===== src/verilog/pcw_pkg.sv =====
// Shared constants, register map and mode decoding for the compare array.
// Assumes an APB slave top with five compare modules and one shared counter.
package pcw_pkg;

  // Number of compare modules and the one that may act as a watchdog.
  localparam int NUM_MOD = 5;
  localparam int WDT_MOD = 4;

  // Register byte addresses; per-module banks step by one word.
  localparam logic [7:0] ADDR_CTRL = 8'h00;
  localparam logic [7:0] ADDR_PCA_MODE = 8'h04;
  localparam logic [7:0] ADDR_CNT_LO = 8'h08;
  localparam logic [7:0] ADDR_CNT_HI = 8'h0C;
  localparam logic [7:0] ADDR_STATUS = 8'h10;
  localparam logic [7:0] ADDR_MODE_BASE = 8'h20;
  localparam logic [7:0] ADDR_CMPL_BASE = 8'h40;
  localparam logic [7:0] ADDR_CMPH_BASE = 8'h60;
  localparam logic [2:0] SLOT_NONE = 3'h7;

  // Bit positions inside module_mode_register.
  localparam int MB_IRQ_EN = 0;
  localparam int MB_PWM = 1;
  localparam int MB_FLIP = 2;
  localparam int MB_EQ_EV = 3;
  localparam int MB_CMP_EN = 6;

  // Bit positions inside pca_mode_register and pca_control_register.
  localparam int CM_SRC_LO = 1;
  localparam int CM_WDOG_EN = 6;
  localparam int CC_RUN = 6;

  // Values after reset.
  localparam logic [7:0] RST_BYTE = 8'h00;
  localparam logic [6:0] RST_MODE = 7'h00;
  localparam logic [15:0] RST_CNT = 16'h0000;

  // Prescaler counts for the two divided clock sources.
  localparam logic [3:0] DIV_SLOW = 4'hC;
  localparam logic [3:0] DIV_FAST = 4'h4;

  // Counter clock sources, held in pca_mode_register bits 2:1.
  typedef enum logic [1:0] {
    SRC_DIV12,
    SRC_DIV4,
    SRC_T0OVF,
    SRC_EXT
  } pcw_src_t;

  // Compare with match event: software timer, high-speed output, watchdog.
  function automatic logic mode_is_match(input logic [6:0] m);
    return m[MB_CMP_EN] & m[MB_EQ_EV] & ~m[MB_PWM];
  endfunction

  // High-speed output: the match also flips the pin.
  function automatic logic mode_is_hso(input logic [6:0] m);
    return mode_is_match(m) & m[MB_FLIP];
  endfunction

  // Eight-bit pulse width modulation.
  function automatic logic mode_is_pwm(input logic [6:0] m);
    return m[MB_CMP_EN] & m[MB_PWM] & ~m[MB_EQ_EV];
  endfunction

endpackage


===== src/verilog/pcw_timebase.sv =====
// Clock-event generator for the shared counter.
// Assumes t0_ovf is a one-cycle pulse on the core clock and ext_pin is
// asynchronous to it.
module pcw_timebase
  import pcw_pkg::*;
(
  input wire logic clk,
  input wire logic rst,
  input wire logic run,
  input wire logic [1:0] src,
  input wire logic t0_ovf,
  input wire logic ext_pin,
  output logic tick
);

  logic [3:0] pre_r;
  logic [3:0] pre_nxt;
  logic [2:0] sync_r;
  logic [2:0] sync_nxt;
  logic ext_lvl_r;
  logic ext_lvl_nxt;
  logic tick_r;
  logic tick_nxt;
  logic ext_stable;
  logic ext_rise;

  // A pin change counts only when the second and third stages agree.
  assign ext_stable = (sync_r[1] == sync_r[2]);
  assign ext_rise = ext_stable & sync_r[2] & ~ext_lvl_r;
  assign tick = tick_r;

  // Prescaler and source select; a stopped counter also clears the divider.
  always_comb begin
    pre_nxt = pre_r;
    tick_nxt = 1'b0;
    sync_nxt = {sync_r[1:0], ext_pin};
    ext_lvl_nxt = ext_stable ? sync_r[2] : ext_lvl_r;
    if (!run) begin
      pre_nxt = 4'h0;
    end else begin
      case (pcw_src_t'(src))
        SRC_DIV12, SRC_DIV4: begin
          if (pre_r == ((src == 2'(SRC_DIV12)) ? DIV_SLOW : DIV_FAST) - 4'h1)
          begin
            pre_nxt = 4'h0;
            tick_nxt = 1'b1;
          end else begin
            pre_nxt = pre_r + 4'h1;
          end
        end
        SRC_T0OVF: tick_nxt = t0_ovf;
        SRC_EXT: tick_nxt = ext_rise;
        default: tick_nxt = 1'b0;
      endcase
    end
  end

  // State registers.
  always_ff @(posedge clk) begin
    if (rst) begin
      pre_r <= 4'h0;
      sync_r <= 3'h0;
      ext_lvl_r <= 1'b0;
      tick_r <= 1'b0;
    end else begin
      pre_r <= pre_nxt;
      sync_r <= sync_nxt;
      ext_lvl_r <= ext_lvl_nxt;
      tick_r <= tick_nxt;
    end
  end

endmodule


===== src/verilog/pcw_cmp_unit.sv =====
// One compare module: match detection and the output pin it drives.
// Assumes step pulses for one cycle after each counter increment.
module pcw_cmp_unit
  import pcw_pkg::*;
(
  input wire logic clk,
  input wire logic rst,
  input wire logic [6:0] mode,
  input wire logic [15:0] cnt,
  input wire logic step,
  input wire logic armed,
  input wire logic [15:0] cmp_val,
  output logic match,
  output logic pin,
  output logic oe_n
);

  logic pin_r;
  logic pin_nxt;

  // The full 16-bit compare is checked once per count, and never while
  // the value is half written.
  assign match = step & armed & mode_is_match(mode) & (cnt == cmp_val);
  assign pin = pin_r;
  assign oe_n = ~(mode_is_hso(mode) | mode_is_pwm(mode));

  // Pin level: flipped at a match, or compared on the low bytes for PWM.
  always_comb begin
    pin_nxt = pin_r;
    if (mode_is_hso(mode) && match) begin
      pin_nxt = ~pin_r;
    end else if (mode_is_pwm(mode)) begin
      pin_nxt = (cnt[7:0] >= cmp_val[7:0]);
    end
  end

  // Pin register.
  always_ff @(posedge clk) begin
    if (rst) begin
      pin_r <= 1'b0;
    end else begin
      pin_r <= pin_nxt;
    end
  end

endmodule


===== src/verilog/pcw_top.sv =====
// Compare-side counter array: shared counter, five compare modules,
// register file on APB and the module-4 watchdog reset request.
// Assumes an APB3 master on CORE_CLK, and that WDT_RST_REQ is routed to
// the internal reset tree only.
//
// Functional notes
// - compare_enable plus equal_event_enable gives software timer.
// - match sets flag; interrupt needs flag and enable.
// - low-byte write suspends comparator; high-byte resumes.
// - flip, equal-event and compare enables give high-speed output.
// - high-speed output inverts pin at every full match.
// - pin inversion is hardware, independent of interrupt.
// - unchanged compare value toggles again after wrap.
// - pwm_select plus compare_enable gives 8-bit PWM.
// - pin low below low compare, high otherwise.
// - high byte copied to low at low-byte wrap.
// - all modules share one counter time base.
// - counter source is osc/12, osc/4, timer0, external.
// - watchdog only on module 4; otherwise normal.
// - module 4 match makes internal reset only.
// - watchdog needs compare mode and reset_on_match_enable.
// - clearing reset_on_match_enable before match prevents reset.
module pcw_top
  import pcw_pkg::*;
(
  input wire logic CORE_CLK,
  input wire logic SYS_RST,
  input wire logic PSEL,
  input wire logic PENABLE,
  input wire logic PWRITE,
  input wire logic [7:0] PADDR,
  input wire logic [31:0] PWDATA,
  output logic [31:0] PRDATA,
  output logic PREADY,
  output logic PSLVERR,
  input wire logic T0_OVF,
  input wire logic EXT_CLK_IN,
  output logic [NUM_MOD-1:0] MODULE_IO_OUT,
  output logic [NUM_MOD-1:0] MODULE_IO_OE_N,
  output logic IRQ,
  output logic WDT_RST_REQ
);

  // Bank slot of an address inside a five-word bank, or SLOT_NONE.
  function automatic logic [2:0] slot_of(input logic [7:0] a,
                                         input logic [7:0] base);
    logic [7:0] off;
    off = a - base;
    if (a >= base && off < 8'(NUM_MOD * 4) && off[1:0] == 2'b00) begin
      return off[4:2];
    end
    return SLOT_NONE;
  endfunction

  // True for every address that holds a register.
  function automatic logic is_mapped(input logic [7:0] a);
    return (a == ADDR_CTRL) || (a == ADDR_PCA_MODE) || (a == ADDR_CNT_LO) ||
           (a == ADDR_CNT_HI) || (a == ADDR_STATUS) ||
           (slot_of(a, ADDR_MODE_BASE) != SLOT_NONE) ||
           (slot_of(a, ADDR_CMPL_BASE) != SLOT_NONE) ||
           (slot_of(a, ADDR_CMPH_BASE) != SLOT_NONE);
  endfunction

  // Control and counter state.
  logic run_r;
  logic run_nxt;
  logic wdog_en_r;
  logic wdog_en_nxt;
  logic [1:0] src_r;
  logic [1:0] src_nxt;
  logic [15:0] cnt_r;
  logic [15:0] cnt_nxt;
  logic upd_r;
  logic upd_nxt;
  logic [NUM_MOD-1:0] flags_r;
  logic [NUM_MOD-1:0] flags_nxt;

  // Per-module state.
  logic [NUM_MOD-1:0][6:0] mode_r;
  logic [NUM_MOD-1:0][6:0] mode_nxt;
  logic [NUM_MOD-1:0][7:0] cmp_lo_r;
  logic [NUM_MOD-1:0][7:0] cmp_lo_nxt;
  logic [NUM_MOD-1:0][7:0] cmp_hi_r;
  logic [NUM_MOD-1:0][7:0] cmp_hi_nxt;
  logic [NUM_MOD-1:0] armed_r;
  logic [NUM_MOD-1:0] armed_nxt;

  // Output registers.
  logic [31:0] rdata_r;
  logic [31:0] rdata_nxt;
  logic irq_r;
  logic irq_nxt;
  logic wdt_r;
  logic wdt_nxt;

  // Bus decode and events.
  logic wr_en;
  logic rd_setup;
  logic [2:0] wr_mode_slot;
  logic [2:0] wr_lo_slot;
  logic [2:0] wr_hi_slot;
  logic [2:0] rd_mode_slot;
  logic [2:0] rd_lo_slot;
  logic [2:0] rd_hi_slot;
  logic tick;
  logic lo_wrap;
  logic [NUM_MOD-1:0] match;
  logic [NUM_MOD-1:0] irq_en_vec;

  // The slave never inserts wait states; unmapped accesses answer with
  // an error and change nothing.
  assign PREADY = 1'b1;
  assign PSLVERR = PSEL & PENABLE & ~is_mapped(PADDR);
  assign PRDATA = rdata_r;
  assign IRQ = irq_r;
  assign WDT_RST_REQ = wdt_r;

  assign wr_en = PSEL & PENABLE & PWRITE;
  assign rd_setup = PSEL & ~PENABLE & ~PWRITE;
  assign wr_mode_slot = wr_en ? slot_of(PADDR, ADDR_MODE_BASE) : SLOT_NONE;
  assign wr_lo_slot = wr_en ? slot_of(PADDR, ADDR_CMPL_BASE) : SLOT_NONE;
  assign wr_hi_slot = wr_en ? slot_of(PADDR, ADDR_CMPH_BASE) : SLOT_NONE;
  assign rd_mode_slot = slot_of(PADDR, ADDR_MODE_BASE);
  assign rd_lo_slot = slot_of(PADDR, ADDR_CMPL_BASE);
  assign rd_hi_slot = slot_of(PADDR, ADDR_CMPH_BASE);

  // The low byte has just rolled from 255 to 0 when a count lands on 00.
  assign lo_wrap = upd_r & (cnt_r[7:0] == 8'h00);

  // Counter clock events from the selected source.
  pcw_timebase u_timebase (
    .clk(CORE_CLK),
    .rst(SYS_RST),
    .run(run_r),
    .src(src_r),
    .t0_ovf(T0_OVF),
    .ext_pin(EXT_CLK_IN),
    .tick(tick)
  );

  // Every module compares against the same counter, so all PWM outputs
  // share one frequency.
  for (genvar i = 0; i < NUM_MOD; i++) begin : g_mod
    assign irq_en_vec[i] = mode_r[i][MB_IRQ_EN];
    pcw_cmp_unit u_cmp (
      .clk(CORE_CLK),
      .rst(SYS_RST),
      .mode(mode_r[i]),
      .cnt(cnt_r),
      .step(upd_r),
      .armed(armed_r[i]),
      .cmp_val({cmp_hi_r[i], cmp_lo_r[i]}),
      .match(match[i]),
      .pin(MODULE_IO_OUT[i]),
      .oe_n(MODULE_IO_OE_N[i])
    );
  end

  // Counter, control bits and event flags. A bus write to the counter
  // wins over a count in the same cycle; a match wins over a flag clear.
  always_comb begin
    run_nxt = run_r;
    wdog_en_nxt = wdog_en_r;
    src_nxt = src_r;
    cnt_nxt = cnt_r;
    upd_nxt = tick;
    if (tick) begin
      cnt_nxt = cnt_r + 16'h0001;
    end
    flags_nxt = flags_r;
    if (wr_en && PADDR == ADDR_CTRL) begin
      flags_nxt = PWDATA[NUM_MOD-1:0];
      run_nxt = PWDATA[CC_RUN];
    end
    if (wr_en && PADDR == ADDR_PCA_MODE) begin
      wdog_en_nxt = PWDATA[CM_WDOG_EN];
      src_nxt = PWDATA[CM_SRC_LO+1:CM_SRC_LO];
    end
    if (wr_en && PADDR == ADDR_CNT_LO) begin
      cnt_nxt[7:0] = PWDATA[7:0];
    end
    if (wr_en && PADDR == ADDR_CNT_HI) begin
      cnt_nxt[15:8] = PWDATA[7:0];
    end
    flags_nxt = flags_nxt | match;
  end

  // Per-module registers. The comparator is suspended from a low-byte
  // write until the matching high-byte write, so a half-updated value
  // cannot match.
  always_comb begin
    mode_nxt = mode_r;
    cmp_lo_nxt = cmp_lo_r;
    cmp_hi_nxt = cmp_hi_r;
    armed_nxt = armed_r;
    for (int i = 0; i < NUM_MOD; i++) begin
      if (wr_mode_slot == 3'(i)) begin
        mode_nxt[i] = PWDATA[6:0];
      end
      if (wr_lo_slot == 3'(i)) begin
        cmp_lo_nxt[i] = PWDATA[7:0];
        armed_nxt[i] = 1'b0;
      end
      if (wr_hi_slot == 3'(i)) begin
        cmp_hi_nxt[i] = PWDATA[7:0];
        armed_nxt[i] = 1'b1;
      end
      // The duty byte reaches the comparator only at a period boundary,
      // which keeps a write from cutting a pulse short.
      if (mode_is_pwm(mode_r[i]) && lo_wrap) begin
        cmp_lo_nxt[i] = cmp_hi_r[i];
      end
    end
  end

  // Interrupt request and watchdog reset request. The watchdog drives
  // only the internal reset request, never the external reset pin.
  always_comb begin
    irq_nxt = |(flags_r & irq_en_vec);
    wdt_nxt = match[WDT_MOD] & wdog_en_r &
              mode_is_match(mode_r[WDT_MOD]);
  end

  // Read data are captured in the setup phase, so they stand for the
  // whole access phase.
  always_comb begin
    rdata_nxt = rdata_r;
    if (rd_setup) begin
      rdata_nxt = 32'h0000_0000;
      if (PADDR == ADDR_CTRL) begin
        rdata_nxt[NUM_MOD-1:0] = flags_r;
        rdata_nxt[CC_RUN] = run_r;
      end else if (PADDR == ADDR_PCA_MODE) begin
        rdata_nxt[CM_WDOG_EN] = wdog_en_r;
        rdata_nxt[CM_SRC_LO+1:CM_SRC_LO] = src_r;
      end else if (PADDR == ADDR_CNT_LO) begin
        rdata_nxt[7:0] = cnt_r[7:0];
      end else if (PADDR == ADDR_CNT_HI) begin
        rdata_nxt[7:0] = cnt_r[15:8];
      end else if (PADDR == ADDR_STATUS) begin
        rdata_nxt[NUM_MOD-1:0] = MODULE_IO_OUT;
        rdata_nxt[8+NUM_MOD-1:8] = armed_r;
      end else begin
        for (int i = 0; i < NUM_MOD; i++) begin
          if (rd_mode_slot == 3'(i)) begin
            rdata_nxt[6:0] = mode_r[i];
          end
          if (rd_lo_slot == 3'(i)) begin
            rdata_nxt[7:0] = cmp_lo_r[i];
          end
          if (rd_hi_slot == 3'(i)) begin
            rdata_nxt[7:0] = cmp_hi_r[i];
          end
        end
      end
    end
  end

  // Control and counter registers.
  always_ff @(posedge CORE_CLK) begin
    if (SYS_RST) begin
      run_r <= 1'b0;
      wdog_en_r <= 1'b0;
      src_r <= 2'(SRC_DIV12);
      cnt_r <= RST_CNT;
      upd_r <= 1'b0;
      flags_r <= '0;
    end else begin
      run_r <= run_nxt;
      wdog_en_r <= wdog_en_nxt;
      src_r <= src_nxt;
      cnt_r <= cnt_nxt;
      upd_r <= upd_nxt;
      flags_r <= flags_nxt;
    end
  end

  // Per-module registers. Comparators start armed so a mode set with
  // the reset compare value still matches.
  always_ff @(posedge CORE_CLK) begin
    if (SYS_RST) begin
      for (int i = 0; i < NUM_MOD; i++) begin
        mode_r[i] <= RST_MODE;
        cmp_lo_r[i] <= RST_BYTE;
        cmp_hi_r[i] <= RST_BYTE;
      end
      armed_r <= '1;
    end else begin
      mode_r <= mode_nxt;
      cmp_lo_r <= cmp_lo_nxt;
      cmp_hi_r <= cmp_hi_nxt;
      armed_r <= armed_nxt;
    end
  end

  // Output registers.
  always_ff @(posedge CORE_CLK) begin
    if (SYS_RST) begin
      rdata_r <= 32'h0000_0000;
      irq_r <= 1'b0;
      wdt_r <= 1'b0;
    end else begin
      rdata_r <= rdata_nxt;
      irq_r <= irq_nxt;
      wdt_r <= wdt_nxt;
    end
  end

endmodule


===== config.mk =====
export PLATFORM = sky130hd
export DESIGN_NAME = pcw_top
export DESIGN_NICKNAME = d
export VERILOG_FILES = /design/src/verilog/pcw_pkg.sv /design/src/verilog/pcw_timebase.sv /design/src/verilog/pcw_cmp_unit.sv /design/src/verilog/pcw_top.sv
export SDC_FILE = /design/constraint.sdc
export NUM_CORES = 1
export LEC_CHECK = 0
export ABC_AREA = 1
export BUFFER_PORTS_ARGS = -buffer_cell sky130_fd_sc_hd__clkbuf_2
export CORE_ASPECT_RATIO = 0.8
export CORE_MARGIN = 2
export CORE_UTILIZATION = 55
export DETAILED_ROUTE_END_ITERATION = 8
export PLACE_DENSITY = 0.74
export SYNTH_ARGS = -nofsm -noshare
export SYNTH_HDL_FRONTEND = slang
export SYNTH_HIERARCHICAL = 1
export SYNTH_SLANG_ARGS = --single-unit

===== constraint.sdc =====
create_clock -name CORE_CLK -period 2 [get_ports CORE_CLK]
set_input_delay 0.3 -clock CORE_CLK [delete_from_list [all_inputs] [get_ports CORE_CLK]]
set_output_delay 0.3 -clock CORE_CLK [all_outputs]
set_load 0.01 [all_outputs]

After elaboration in Yosys (flattened, before gate mapping)

Cells that the tools add are included.

Register bits after elaboration: 175
Bits of input ports: 47
Output and inout bits: 46

Add/subtract/negate cells: 6
Order comparisons: 11
Equality and inequality tests: 41
Muxes and demuxes: 77
Bitwise operators: 82
Reductions and logical operators: 59

Operator list:

| operator                                                          | count |
|---|---|
| two-way mux 8 bit                                                 | 30 |
| equality test 16 bit                                              | 5 |
| bitwise AND 1 bit                                                 | 50 |
| greater-or-equal comparator 8 bit                                 | 5 |
| equality test 3 x 2 -> 1 bit, second input constant               | 12 |
| two-way mux 7 bit                                                 | 5 |
| two-way mux 3 bit                                                 | 11 |
| two-way mux 5 bit                                                 | 6 |
| NOT 1 bit                                                         | 25 |
| less-than comparator 8 x 5 -> 1 bit, second input constant        | 3 |
| nonzero test 2 bit                                                | 12 |
| logical AND 1 bit                                                 | 20 |
| equality test 3 x 1 -> 1 bit, second input constant               | 6 |
| equality test 3 bit, second input constant                        | 6 |
| zero test 3 bit                                                   | 6 |
| two-way mux 1 bit                                                 | 18 |
| adder 16 x 1 -> 16 bit, second input constant                     | 1 |
| equality test 8 x 4 -> 1 bit, second input constant               | 2 |
| greater-or-equal comparator 8 x 7 -> 1 bit, second input constant | 2 |
| zero test 8 bit                                                   | 2 |
| two-way mux 16 bit                                                | 1 |
| subtractor 8 x 7 -> 8 bit, second input constant                  | 2 |
| OR reduction 2 bit                                                | 7 |
| two-way mux 6 bit                                                 | 2 |
| 20 further kinds                                                  | 37 |

Logic depth before layout (Yosys ltp)

Gate-level depths: netlist of run 1.

Depth after elaboration: 33
Mapped depth: 23

By module

Netlist of run 1, hierarchy kept.

Modules (own cells, without submodules):

| module       | instances | cells each | area an instance (um^2) |
|---|---|---|---|
| pcw_top      | 1         | 1210       | 8398.1 |
| pcw_cmp_unit | 5         | 114        | 603.1 |
| pcw_timebase | 1         | 59         | 414.1 |

Worst setup path after synthesis of run 1

Ideal clock, no wire load.

Kind: input port to flip-flop
Start: in PADDR[5]
End: reg rdata_r[5], in the netlist PRDATA[5]
Data arrival time: 2.066 ns
Slack: -0.198 ns
Stages: 21
Buffers on the path: 1
Cell sequence: inv_1 ha_1 inv_1 nand2_1 nor2_1 nand2_1 nor2_2 buf_6 nand4_2 o21ai_0 nand3_1 o22ai_1 nand3_1 nand2_1 nand3_1 nand2_1 nand2_1 nand2_1 nand2_1 nand2_1 a21oi_1

Word-level cells in the longest chain between the ends: 33
Elaborated cells on any way between the ends: 67

Ends and longest elaborated chain:

| element                             | line           | RTL |
|---|---|---|
| start, declared                     | pcw_top.sv:31  | `input wire logic [7:0] PADDR,` |
| subtractor 8 x 6 -> 8 bit           | pcw_top.sv:48  | `off = a - base;` |
| less-than comparator 8 x 5 -> 1 bit | pcw_top.sv:49  | `if (a >= base && off < 8'(NUM_MOD * 4) && off[1:0] == 2'b00) begin` |
| logical AND 1 bit (2 in series)     | pcw_top.sv:49  |  |
| two-way mux 1 bit                   | pcw_top.sv:49  |  |
| two-way mux 3 bit                   | pcw_top.sv:52  | `return SLOT_NONE;` |
| zero test 3 bit                     | pcw_top.sv:245 | `if (rd_mode_slot == 3'(i)) begin` |
| two-way mux 7 bit                   | pcw_top.sv:245 |  |
| two-way mux 8 bit                   | pcw_top.sv:248 | `if (rd_lo_slot == 3'(i)) begin` |
| (+16 left out)                      | n/a            |  |
| two-way mux 7 bit                   | pcw_top.sv:245 |  |
| two-way mux 8 bit                   | pcw_top.sv:248 |  |
| two-way mux 8 bit                   | pcw_top.sv:251 | `if (rd_hi_slot == 3'(i)) begin` |
| two-way mux 3 bit                   | pcw_top.sv:240 | `end else if (PADDR == ADDR_STATUS) begin` |
| two-way mux 8 bit                   | pcw_top.sv:238 | `end else if (PADDR == ADDR_CNT_HI) begin` |
| two-way mux 8 bit                   | pcw_top.sv:236 | `end else if (PADDR == ADDR_CNT_LO) begin` |
| two-way mux 3 bit                   | pcw_top.sv:233 | `end else if (PADDR == ADDR_PCA_MODE) begin` |
| two-way mux 1 bit *                 | pcw_top.sv:230 | `if (PADDR == ADDR_CTRL) begin` |
| end signal, assigned                | pcw_top.sv:303 | `rdata_r <= rdata_nxt;` |
| end, declared                       | pcw_top.sv:89  | `logic [31:0] rdata_r;` |

Mark *: on every way between the ends. The rest lies on a longest branch, timed or not. The select of a mux whose other input is x is not followed.
A chain may end at the register's enable or synchronous reset.

Worst setup path after layout of run 1

Start: reg cnt_r[1]
End: reg cmp_lo_r[24] (netlist bit)

Word-level cells in the longest chain between the ends: 4
Elaborated cells on any way between the ends: 5

Ends and longest elaborated chain:

| element                                                 | line           | RTL |
|---|---|---|
| start, declared                                         | pcw_top.sv:71  | `logic [15:0] cnt_r;` |
| start signal, assigned                                  | pcw_top.sv:272 | `cnt_r <= cnt_nxt;` |
| zero test 8 bit *                                       | pcw_top.sv:128 | `assign lo_wrap = upd_r & (cnt_r[7:0] == 8'h00);` |
| bitwise AND 1 bit *                                     | pcw_top.sv:128 |  |
| logical AND 1 bit *                                     | pcw_top.sv:210 | `if (mode_is_pwm(mode_r[i]) && lo_wrap) begin` |
| two-way mux 8 bit or nonzero test 2 bit (tied branches) | n/a            |  |
| end signal, assigned                                    | pcw_top.sv:290 | `cmp_lo_r <= cmp_lo_nxt;` |
| end, declared                                           | pcw_top.sv:81  | `logic [NUM_MOD-1:0][7:0] cmp_lo_r;` |

Mark *: on every way between the ends. The rest lies on a longest branch, timed or not.

==> out/qor.txt, run 1 <==
Run status -> finished, violations left
Die width -> 168 um
Most common cell in the netlist -> sky130_fd_sc_hd__nand2_1
Critical path startpoint category -> flip-flop
Post-synth EDFFs -> 0
Count of unresolved DRC violations after routing -> 0
Number of buffers added by the clock tree synthesis step -> 17
Max-slew violations -> 0
Buffer levels on the longest clock path -> 2
FF-to-FF path depth -> 15
Distinct cells, synth -> 45
Clk pin slew, worst setup/hold paths -> 80 ps
CTS H-tree lvls -> 4
Synth warnings -> 6
Flip-flop and latch count after synthesis -> 175
Last weighted congestion value of the routability-driven placer -> 1.03
Relative area change from synthesis to final layout -> 31.0%
Portion of the clock cycle consumed by the worst path in the final layout -> 115%
Core area -> 0.0209 sq mm
Worst setup EP type -> flip-flop
Sequential element share of the synthesized area -> 29.6%
Global-route wire length before repair -> 73300 um
Actual transition at the worst max-transition pin -> 832 ps
Leakage Power -> 6.74 nW
Metal2 WL -> 21400 um
Arrival time at the worst endpoint -> 2640 ps
Setup-violating endpoint count in the final report -> 54
Number of standard-cell rows in the floorplan -> 47
HPWL after detailed placement -> 36800 um
Master cell of the clock root buffer -> sky130_fd_sc_hd__clkbuf_16
Count of buffers from port buffering -> 48
Initial Util -> 56.7%
DIE HEIGHT -> 135 um
Grt total ovfl -> 0
Fraction of final layout cells sized beyond drive strength 1 -> 28.0%
Worst EP required -> 2330 ps
TritonCTS clock tree -> done
Routed metal-1 wirelength -> 20000 um
Worst Setup Path Type -> flip-flop to flip-flop
Cell type with the largest total area after synthesis -> sky130_fd_sc_hd__dfxtp_1
Vias post-DR -> 14100
Number of nets in the layout -> 2186
Slew headroom -> 44.5%
Final WS setup -> -307 ps
Total power after layout -> 7.60 mW
Vias/cell -> 5.93
Period minus WS final -> 2310 ps
Max Used Layer -> met4
Final-layout fill cell count -> 1631
All-layer global routing usage -> 43.3%
Average wire per standard cell -> 21.9 um
Initial antenna violation count -> 0
# placed instances -> 2301
Detailed Route WL -> 51900 um
Upper clock frequency limit -> 433 MHz
Max Fanout on Critical Path -> 7
Type of the tightest min-delay check -> input pin to flip-flop
Top cells by area in the synthesized netlist -> sky130_fd_sc_hd__dfxtp_1 30%, sky130_fd_sc_hd__nand2_1 13%, sky130_fd_sc_hd__inv_1 9.8%, sky130_fd_sc_hd__nor2_1 5.5%, sky130_fd_sc_hd__ha_1 4.9%
Final Non-Filler Cells -> 2375
RSZ-0062 raised after global routing -> true
Worst ir drop on vdd -> 397 uV
Routed met3 length -> 7010 um
Most used standard cells in the synthesized netlist -> 419 x sky130_fd_sc_hd__nand2_1, 308 x sky130_fd_sc_hd__inv_1, 175 x sky130_fd_sc_hd__dfxtp_1
Violated checks -> setup timing
DRC marker count from the first detailed-route iteration -> 2105
Final hold violation count -> 0
Reported max-cap violation count -> 0
N_diodes -> 0
Vias in the first global route -> 12600
Fin Setup TNS -> -6820 ps
Area of the mapped netlist -> 0.0118 sq mm
Clock Sink Count -> 175
Primary flip-flop cell chosen by synthesis mapping -> sky130_fd_sc_hd__dfxtp_1
Syn Inst Count -> 1839
Maximum number of pins on one net before global-route repair -> 93
Count of TritonRoute iterations in the first routing pass -> 6
Clock skew after layout -> 21.7 ps
Final ANT Viol Nets -> 0
Top-level I/O count -> 93
Die Footprint -> 0.0227 sq mm
Area fraction of the dominant cell type after synthesis -> 29.6%
Ratio of total power to cell area -> 491 mW/mm^2
Worst hold stages -> 3
Mean instance size in the synthesized netlist -> 6.43 sq um
Clk Latency, worst-skew pair -> 460 ps
Share of flip-flops with an asynchronous set or reset after synthesis -> 0%
-- layout make-up --
| class | count | area [sq um] | area share (%) |
|---|---|---|---|
| multi-input cells | 1271 | 7430 | 48.0 |
| flip-flops and latches | 175 | 3520 | 22.7 |
| repair buffers | 283 | 2280 | 14.7 |
| inverters | 345 | 1330 | 8.55 |
| clock buffers | 18 | 439 | 2.83 |
| well taps | 269 | 337 | 2.17 |
| clock inverters | 14 | 164 | 1.06 |
-- final timing paths --
check | startpoint | to | slack [ps]
max | cnt_r[1]$_SDFFE_PP0P_ | cmp_lo_r[24]$_SDFFE_PP0P_ | -310
min | EXT_CLK_IN | u_timebase/sync_r[0]$_SDFF_PP0_ | 40
max reg2reg | cnt_r[1]$_SDFFE_PP0P_ | cmp_lo_r[24]$_SDFFE_PP0P_ | -310
min reg2reg | u_timebase/sync_r[0]$_SDFF_PP0_ | u_timebase/sync_r[1]$_SDFF_PP0_ | 400
-- what timing repair did --
item,CTS,global route
setup endpoints to repair,61,78
buffers inserted,13,26
resized for setup,82,115
gates cloned,2,3
pin swaps,39,57
hold buffers,0,0
-- routing by layer --
layer / GRT usage [%] / vias to the layer above
met5: 0 / -
met4: 23.1 / 0
met3: 11.9 / 266
met2: 64.6 / 1028
met1: 57.2 / 6393
li1: - / 6408
-- critical path, stage by stage, from the launching register on --
cell and delay [ps]:
sky130_fd_sc_hd__dfxtp_2 360, sky130_fd_sc_hd__inv_4 80, sky130_fd_sc_hd__ha_4 130, sky130_fd_sc_hd__nand2_2 50
sky130_fd_sc_hd__nor3_2 150, sky130_fd_sc_hd__inv_1 90, sky130_fd_sc_hd__nor4_4 140, sky130_fd_sc_hd__buf_6 180
sky130_fd_sc_hd__buf_4 110, sky130_fd_sc_hd__buf_6 90, sky130_fd_sc_hd__buf_12 120, sky130_fd_sc_hd__nand3_4 80
sky130_fd_sc_hd__o21ai_4 110, sky130_fd_sc_hd__buf_12 150, sky130_fd_sc_hd__nor2_1 50, sky130_fd_sc_hd__a311oi_1 300
-- cells by family (layout without fill, tap and decap cells) --
| family | Yosys count | after routing | share of synthesized area (%) |
|---|---|---|---|
| AO/OA/AOI/OAI | 321 | 321 | 15.7 |
| buffers and inverters | 415 | 660 | 14.1 |
| XOR/XNOR | 13 | 13 | 0.963 |
| flip-flops | 175 | 175 | 29.6 |
| other | 2 | 20 | 0.0635 |
| adder cells (fa/ha/maj) | 46 | 46 | 4.87 |
| AND/OR/NAND/NOR | 867 | 871 | 34.7 |
-- registers in the layout, indices dropped and copies added (netlist names), 3 cells and up --
register and count:
cnt_r 16, mode_r 30, g_mod.u_cmp/pin 5, flags_r 5, irq_en_vec 5, u_timebase/pre_r 4
PRDATA 13, cmp_lo_r 40, cmp_hi_r 40, armed_r 5, u_timebase/sync_r 3
-- cell usage in the layout, fill, tap and decap left out, types with 23 or more instances in the layout --
| master | netlist | layout |
|---|---|---|
| sky130_fd_sc_hd__nand3_2 | 11 | 23 |
| sky130_fd_sc_hd__clkbuf_2 | 0 | 45 |
| sky130_fd_sc_hd__a211oi_1 | 47 | 39 |
| sky130_fd_sc_hd__dfxtp_1 | 175 | 165 |
| sky130_fd_sc_hd__inv_2 | 34 | 40 |
| sky130_fd_sc_hd__nor2_1 | 174 | 166 |
| sky130_fd_sc_hd__nand2_2 | 37 | 49 |
| sky130_fd_sc_hd__nand2_1 | 419 | 400 |
| sky130_fd_sc_hd__nor2_4 | 19 | 24 |
| sky130_fd_sc_hd__inv_1 | 308 | 297 |
| sky130_fd_sc_hd__a21oi_1 | 100 | 92 |
| sky130_fd_sc_hd__nand3_1 | 64 | 47 |
| sky130_fd_sc_hd__nand4_1 | 62 | 62 |
| sky130_fd_sc_hd__buf_4 | 24 | 201 |
| sky130_fd_sc_hd__nor2_2 | 28 | 31 |
| sky130_fd_sc_hd__o21ai_0 | 113 | 92 |
| sky130_fd_sc_hd__ha_1 | 46 | 33 |
-- where the power goes --
| group | total (mW) | leakage, nW | internal (mW) | switching (mW) |
|---|---|---|---|---|
| Sequential | 3.50 | 1.42 | 3.49 | 0.00917 |
| Clock | 3.55 | 0.299 | 1.83 | 1.72 |
| Combinational | 0.554 | 5.02 | 0.168 | 0.386 |
-- metrics by stage --
step / util (%) / hold slack [ps] / worst slack (ps) / cell area (sq um)
finish: 74.2 / 38.4 / -307 / 15500
detailed placement: 65.9 / 396 / -656 / 13800
CTS: 71.1 / 38.4 / -94.3 / 14800
global placement: 65.9 / 399 / -622 / 13800
global route: 74.2 / 35.9 / -340 / 15500
floorplan: - / 371 / -52.4 / 12000
Power figures use the tool's default switching activity.
==> run 2: changes to the inputs <==
--- a/constraint.sdc
+++ b/constraint.sdc
@@ -3,2 +3,2 @@
 set_output_delay 0.3 -clock CORE_CLK [all_outputs]
-set_load 0.01 [all_outputs]
+set_load 0.05 [all_outputs]
==> out/qor.txt, run 2 (synthesis results as in run 1) <==
Run status -> finished, violations left
Violated checks -> DRC, setup timing
Global-route wire length before repair -> 72000 um
Number of buffers added by the clock tree synthesis step -> 17
Most common cell after layout, fill and taps aside -> sky130_fd_sc_hd__nand2_1
Hold_buf cts -> 0
Total net switching power -> 2.21 mW
Count of unresolved DRC violations after routing -> 2
Power share of the clock group -> 44.9%
Ratio of total power to cell area -> 488 mW/mm^2
Actual transition at the worst max-transition pin -> 947 ps
Switching share of total power -> 29.3%
Internal Dissipation -> 5.32 mW
Buffers and inverters on the worst path -> 5
Grt total ovfl -> 0
Die width -> 168 um
Count of TritonRoute iterations in the first routing pass -> 9
Slew headroom -> 36.8%
Vias post-DR -> 13900
Initial antenna violation count -> 1
CP dominant cell by count -> sky130_fd_sc_hd__nand2_1
Last weighted congestion value of the routability-driven placer -> 1.01
Relative area change from synthesis to final layout -> 30.5%
Reported max-cap violation count -> 0
Worst ir drop on vdd -> 517 uV
Max-slew violations -> 0
Initial Util -> 56.7%
Number of nets in the layout -> 2171
Cell-by-cell listing of the critical path -> clkbuf_16 > inv_12 > ha_4 > inv_2 > nand2_2 > nor2_2 > nand2_2 > nor2_4 > buf_6 > nand4_4 > buf_6 > o21ai_4 > nand4_1 > nand2_1 > nand3b_1 > nand2_1 > nand3_2 > nand2_1 > nand3_1 > nand2_1 > nand2_1 > nand2_1 > a21oi_1
Final hold violation count -> 0
Clock Sink Count -> 175
Top-level I/O count -> 93
Kind of cell with the highest combined delay on the critical path -> simple AND/OR/NAND/NOR gates
Die Footprint -> 0.0227 sq mm
Buffer levels on the longest clock path -> 2
Clock skew after layout -> 14.1 ps
Clk pin slew, worst setup/hold paths -> 80 ps
Fraction of final layout cells sized beyond drive strength 1 -> 28.0%
DIE HEIGHT -> 135 um
Vias in the first global route -> 12400
Portion of the clock cycle consumed by the worst path in the final layout -> 112%
CTS H-tree lvls -> 4
Leakage Power -> 6.65 nW
Final ANT Viol Nets -> 0
Largest registers in the final layout -> cmp_hi_r (40), cmp_lo_r (40), mode_r (30)
Post-layout util -> 73.9%
Setup-violating endpoint count in the final report -> 46
Type of the tightest min-delay check -> input pin to flip-flop
Critical path startpoint category -> input pin
Clk Latency, worst-skew pair -> 450 ps
All-layer global routing usage -> 42.4%
Final WS setup -> -247 ps
Max Fanout on Critical Path -> 4
Cell with the largest stage delay on the worst path -> sky130_fd_sc_hd__nor2_4
Vias/cell -> 5.90
Master cell of the clock root buffer -> sky130_fd_sc_hd__clkbuf_16
Core area -> 0.0209 sq mm
Period minus WS final -> 2250 ps
Average wire per standard cell -> 21.5 um
Post-Layout Inst Area -> 0.0154 sq mm
TritonCTS clock tree -> done
RSZ-0062 raised after global routing -> true
Upper clock frequency limit -> 445 MHz
Worst setup EP type -> flip-flop
N_diodes -> 0
Combinational Power Share -> 8.6%
R2R Setup Slk -> -230 ps
Worst Setup Path Type -> input pin to flip-flop
HPWL after detailed placement -> 35900 um
Sequential power share -> 46.5%
Critical path's largest stage delay -> 210 ps
Arrival time at the worst endpoint -> 2590 ps
Detailed Route WL -> 50700 um
Most frequent cells in the layout -> 394 x sky130_fd_sc_hd__nand2_1, 297 x sky130_fd_sc_hd__inv_1, 179 x sky130_fd_sc_hd__buf_4
Number of standard-cell rows in the floorplan -> 47
Maximum number of pins on one net before global-route repair -> 93
Cell area after placement -> 0.0137 sq mm
Worst EP required -> 2340 ps
Count of buffers from port buffering -> 48
DRC marker count from the first detailed-route iteration -> 1862
[run 2: path summary, 6_finish.rpt]
path | start | end | cells after the start
max | PADDR[6] | PRDATA[4]$_SDFFE_PP0P_ | 23
min | EXT_CLK_IN | u_timebase/sync_r[0]$_SDFF_PP0_ | 3
max reg2reg | cnt_r[1]$_SDFFE_PP0P_ | cmp_lo_r[36]$_SDFFE_PP0P_ | 14
min reg2reg | u_timebase/sync_r[0]$_SDFF_PP0_ | u_timebase/sync_r[1]$_SDFF_PP0_ | 2
[run 2: area by class of cell]
cell class	instances	area, sq um
Inverter	345	1330
Clock inverter	15	144
Timing Repair Buffer	266	2170
Timing Repair inverter	2	12.5
Sequential cell	175	3520
Tap cell	269	337
Multi-Input combinational cell	1271	7500
Clock buffer	17	425
Fill cell	1626	5450
[run 2: stage by stage]
stage               setup TNS, ps  std cells  setup WS (ps)  hold WS, ps  power, mW
floorplan                    -200       1857           -106          371       3.95
global placement           -27800       2291           -775          401       4.16
detailed placement         -30490       2291           -816          418       4.17
CTS                         -1080       2337           -124         33.1       7.47
global route               -10500       2360           -392         42.4       7.69
finish                      -6430       2360           -247         41.3       7.53
[run 2: worst min-delay path, delay by kind of cell]
| family | cells | cell delay (ps) |
|---|---|---|
| buffers and inverters | 2 | 120 |
| AND/OR/NAND/NOR | 1 | 30 |
[run 2: repair_timing]
item,CTS,global route
resized for setup,89,138
pin swaps,24,64
gates cloned,2,4
setup endpoints to repair,38,65
setup buffers,12,22
[run 2: power by group through the flow]
stage / combinational [mW] / clock, mW / sequential, mW
floorplan: 0.337 / 0 / 3.61
global placement: 0.578 / 0 / 3.58
detailed placement: 0.582 / 0 / 3.58
CTS: 0.602 / 3.37 / 3.50
global route: 0.670 / 3.52 / 3.50
finish: 0.649 / 3.38 / 3.50
[run 2: routing by layer]
metal	wire length, um	track usage [%]	vias up	share of wire, %
li1	-	-	6386	-
met1	19800	56.2	6311	39
met2	21400	66.2	998	42
met3	6520	10.0	239	13
met4	2950	18.6	0	5.8
met5	0	0	-	0
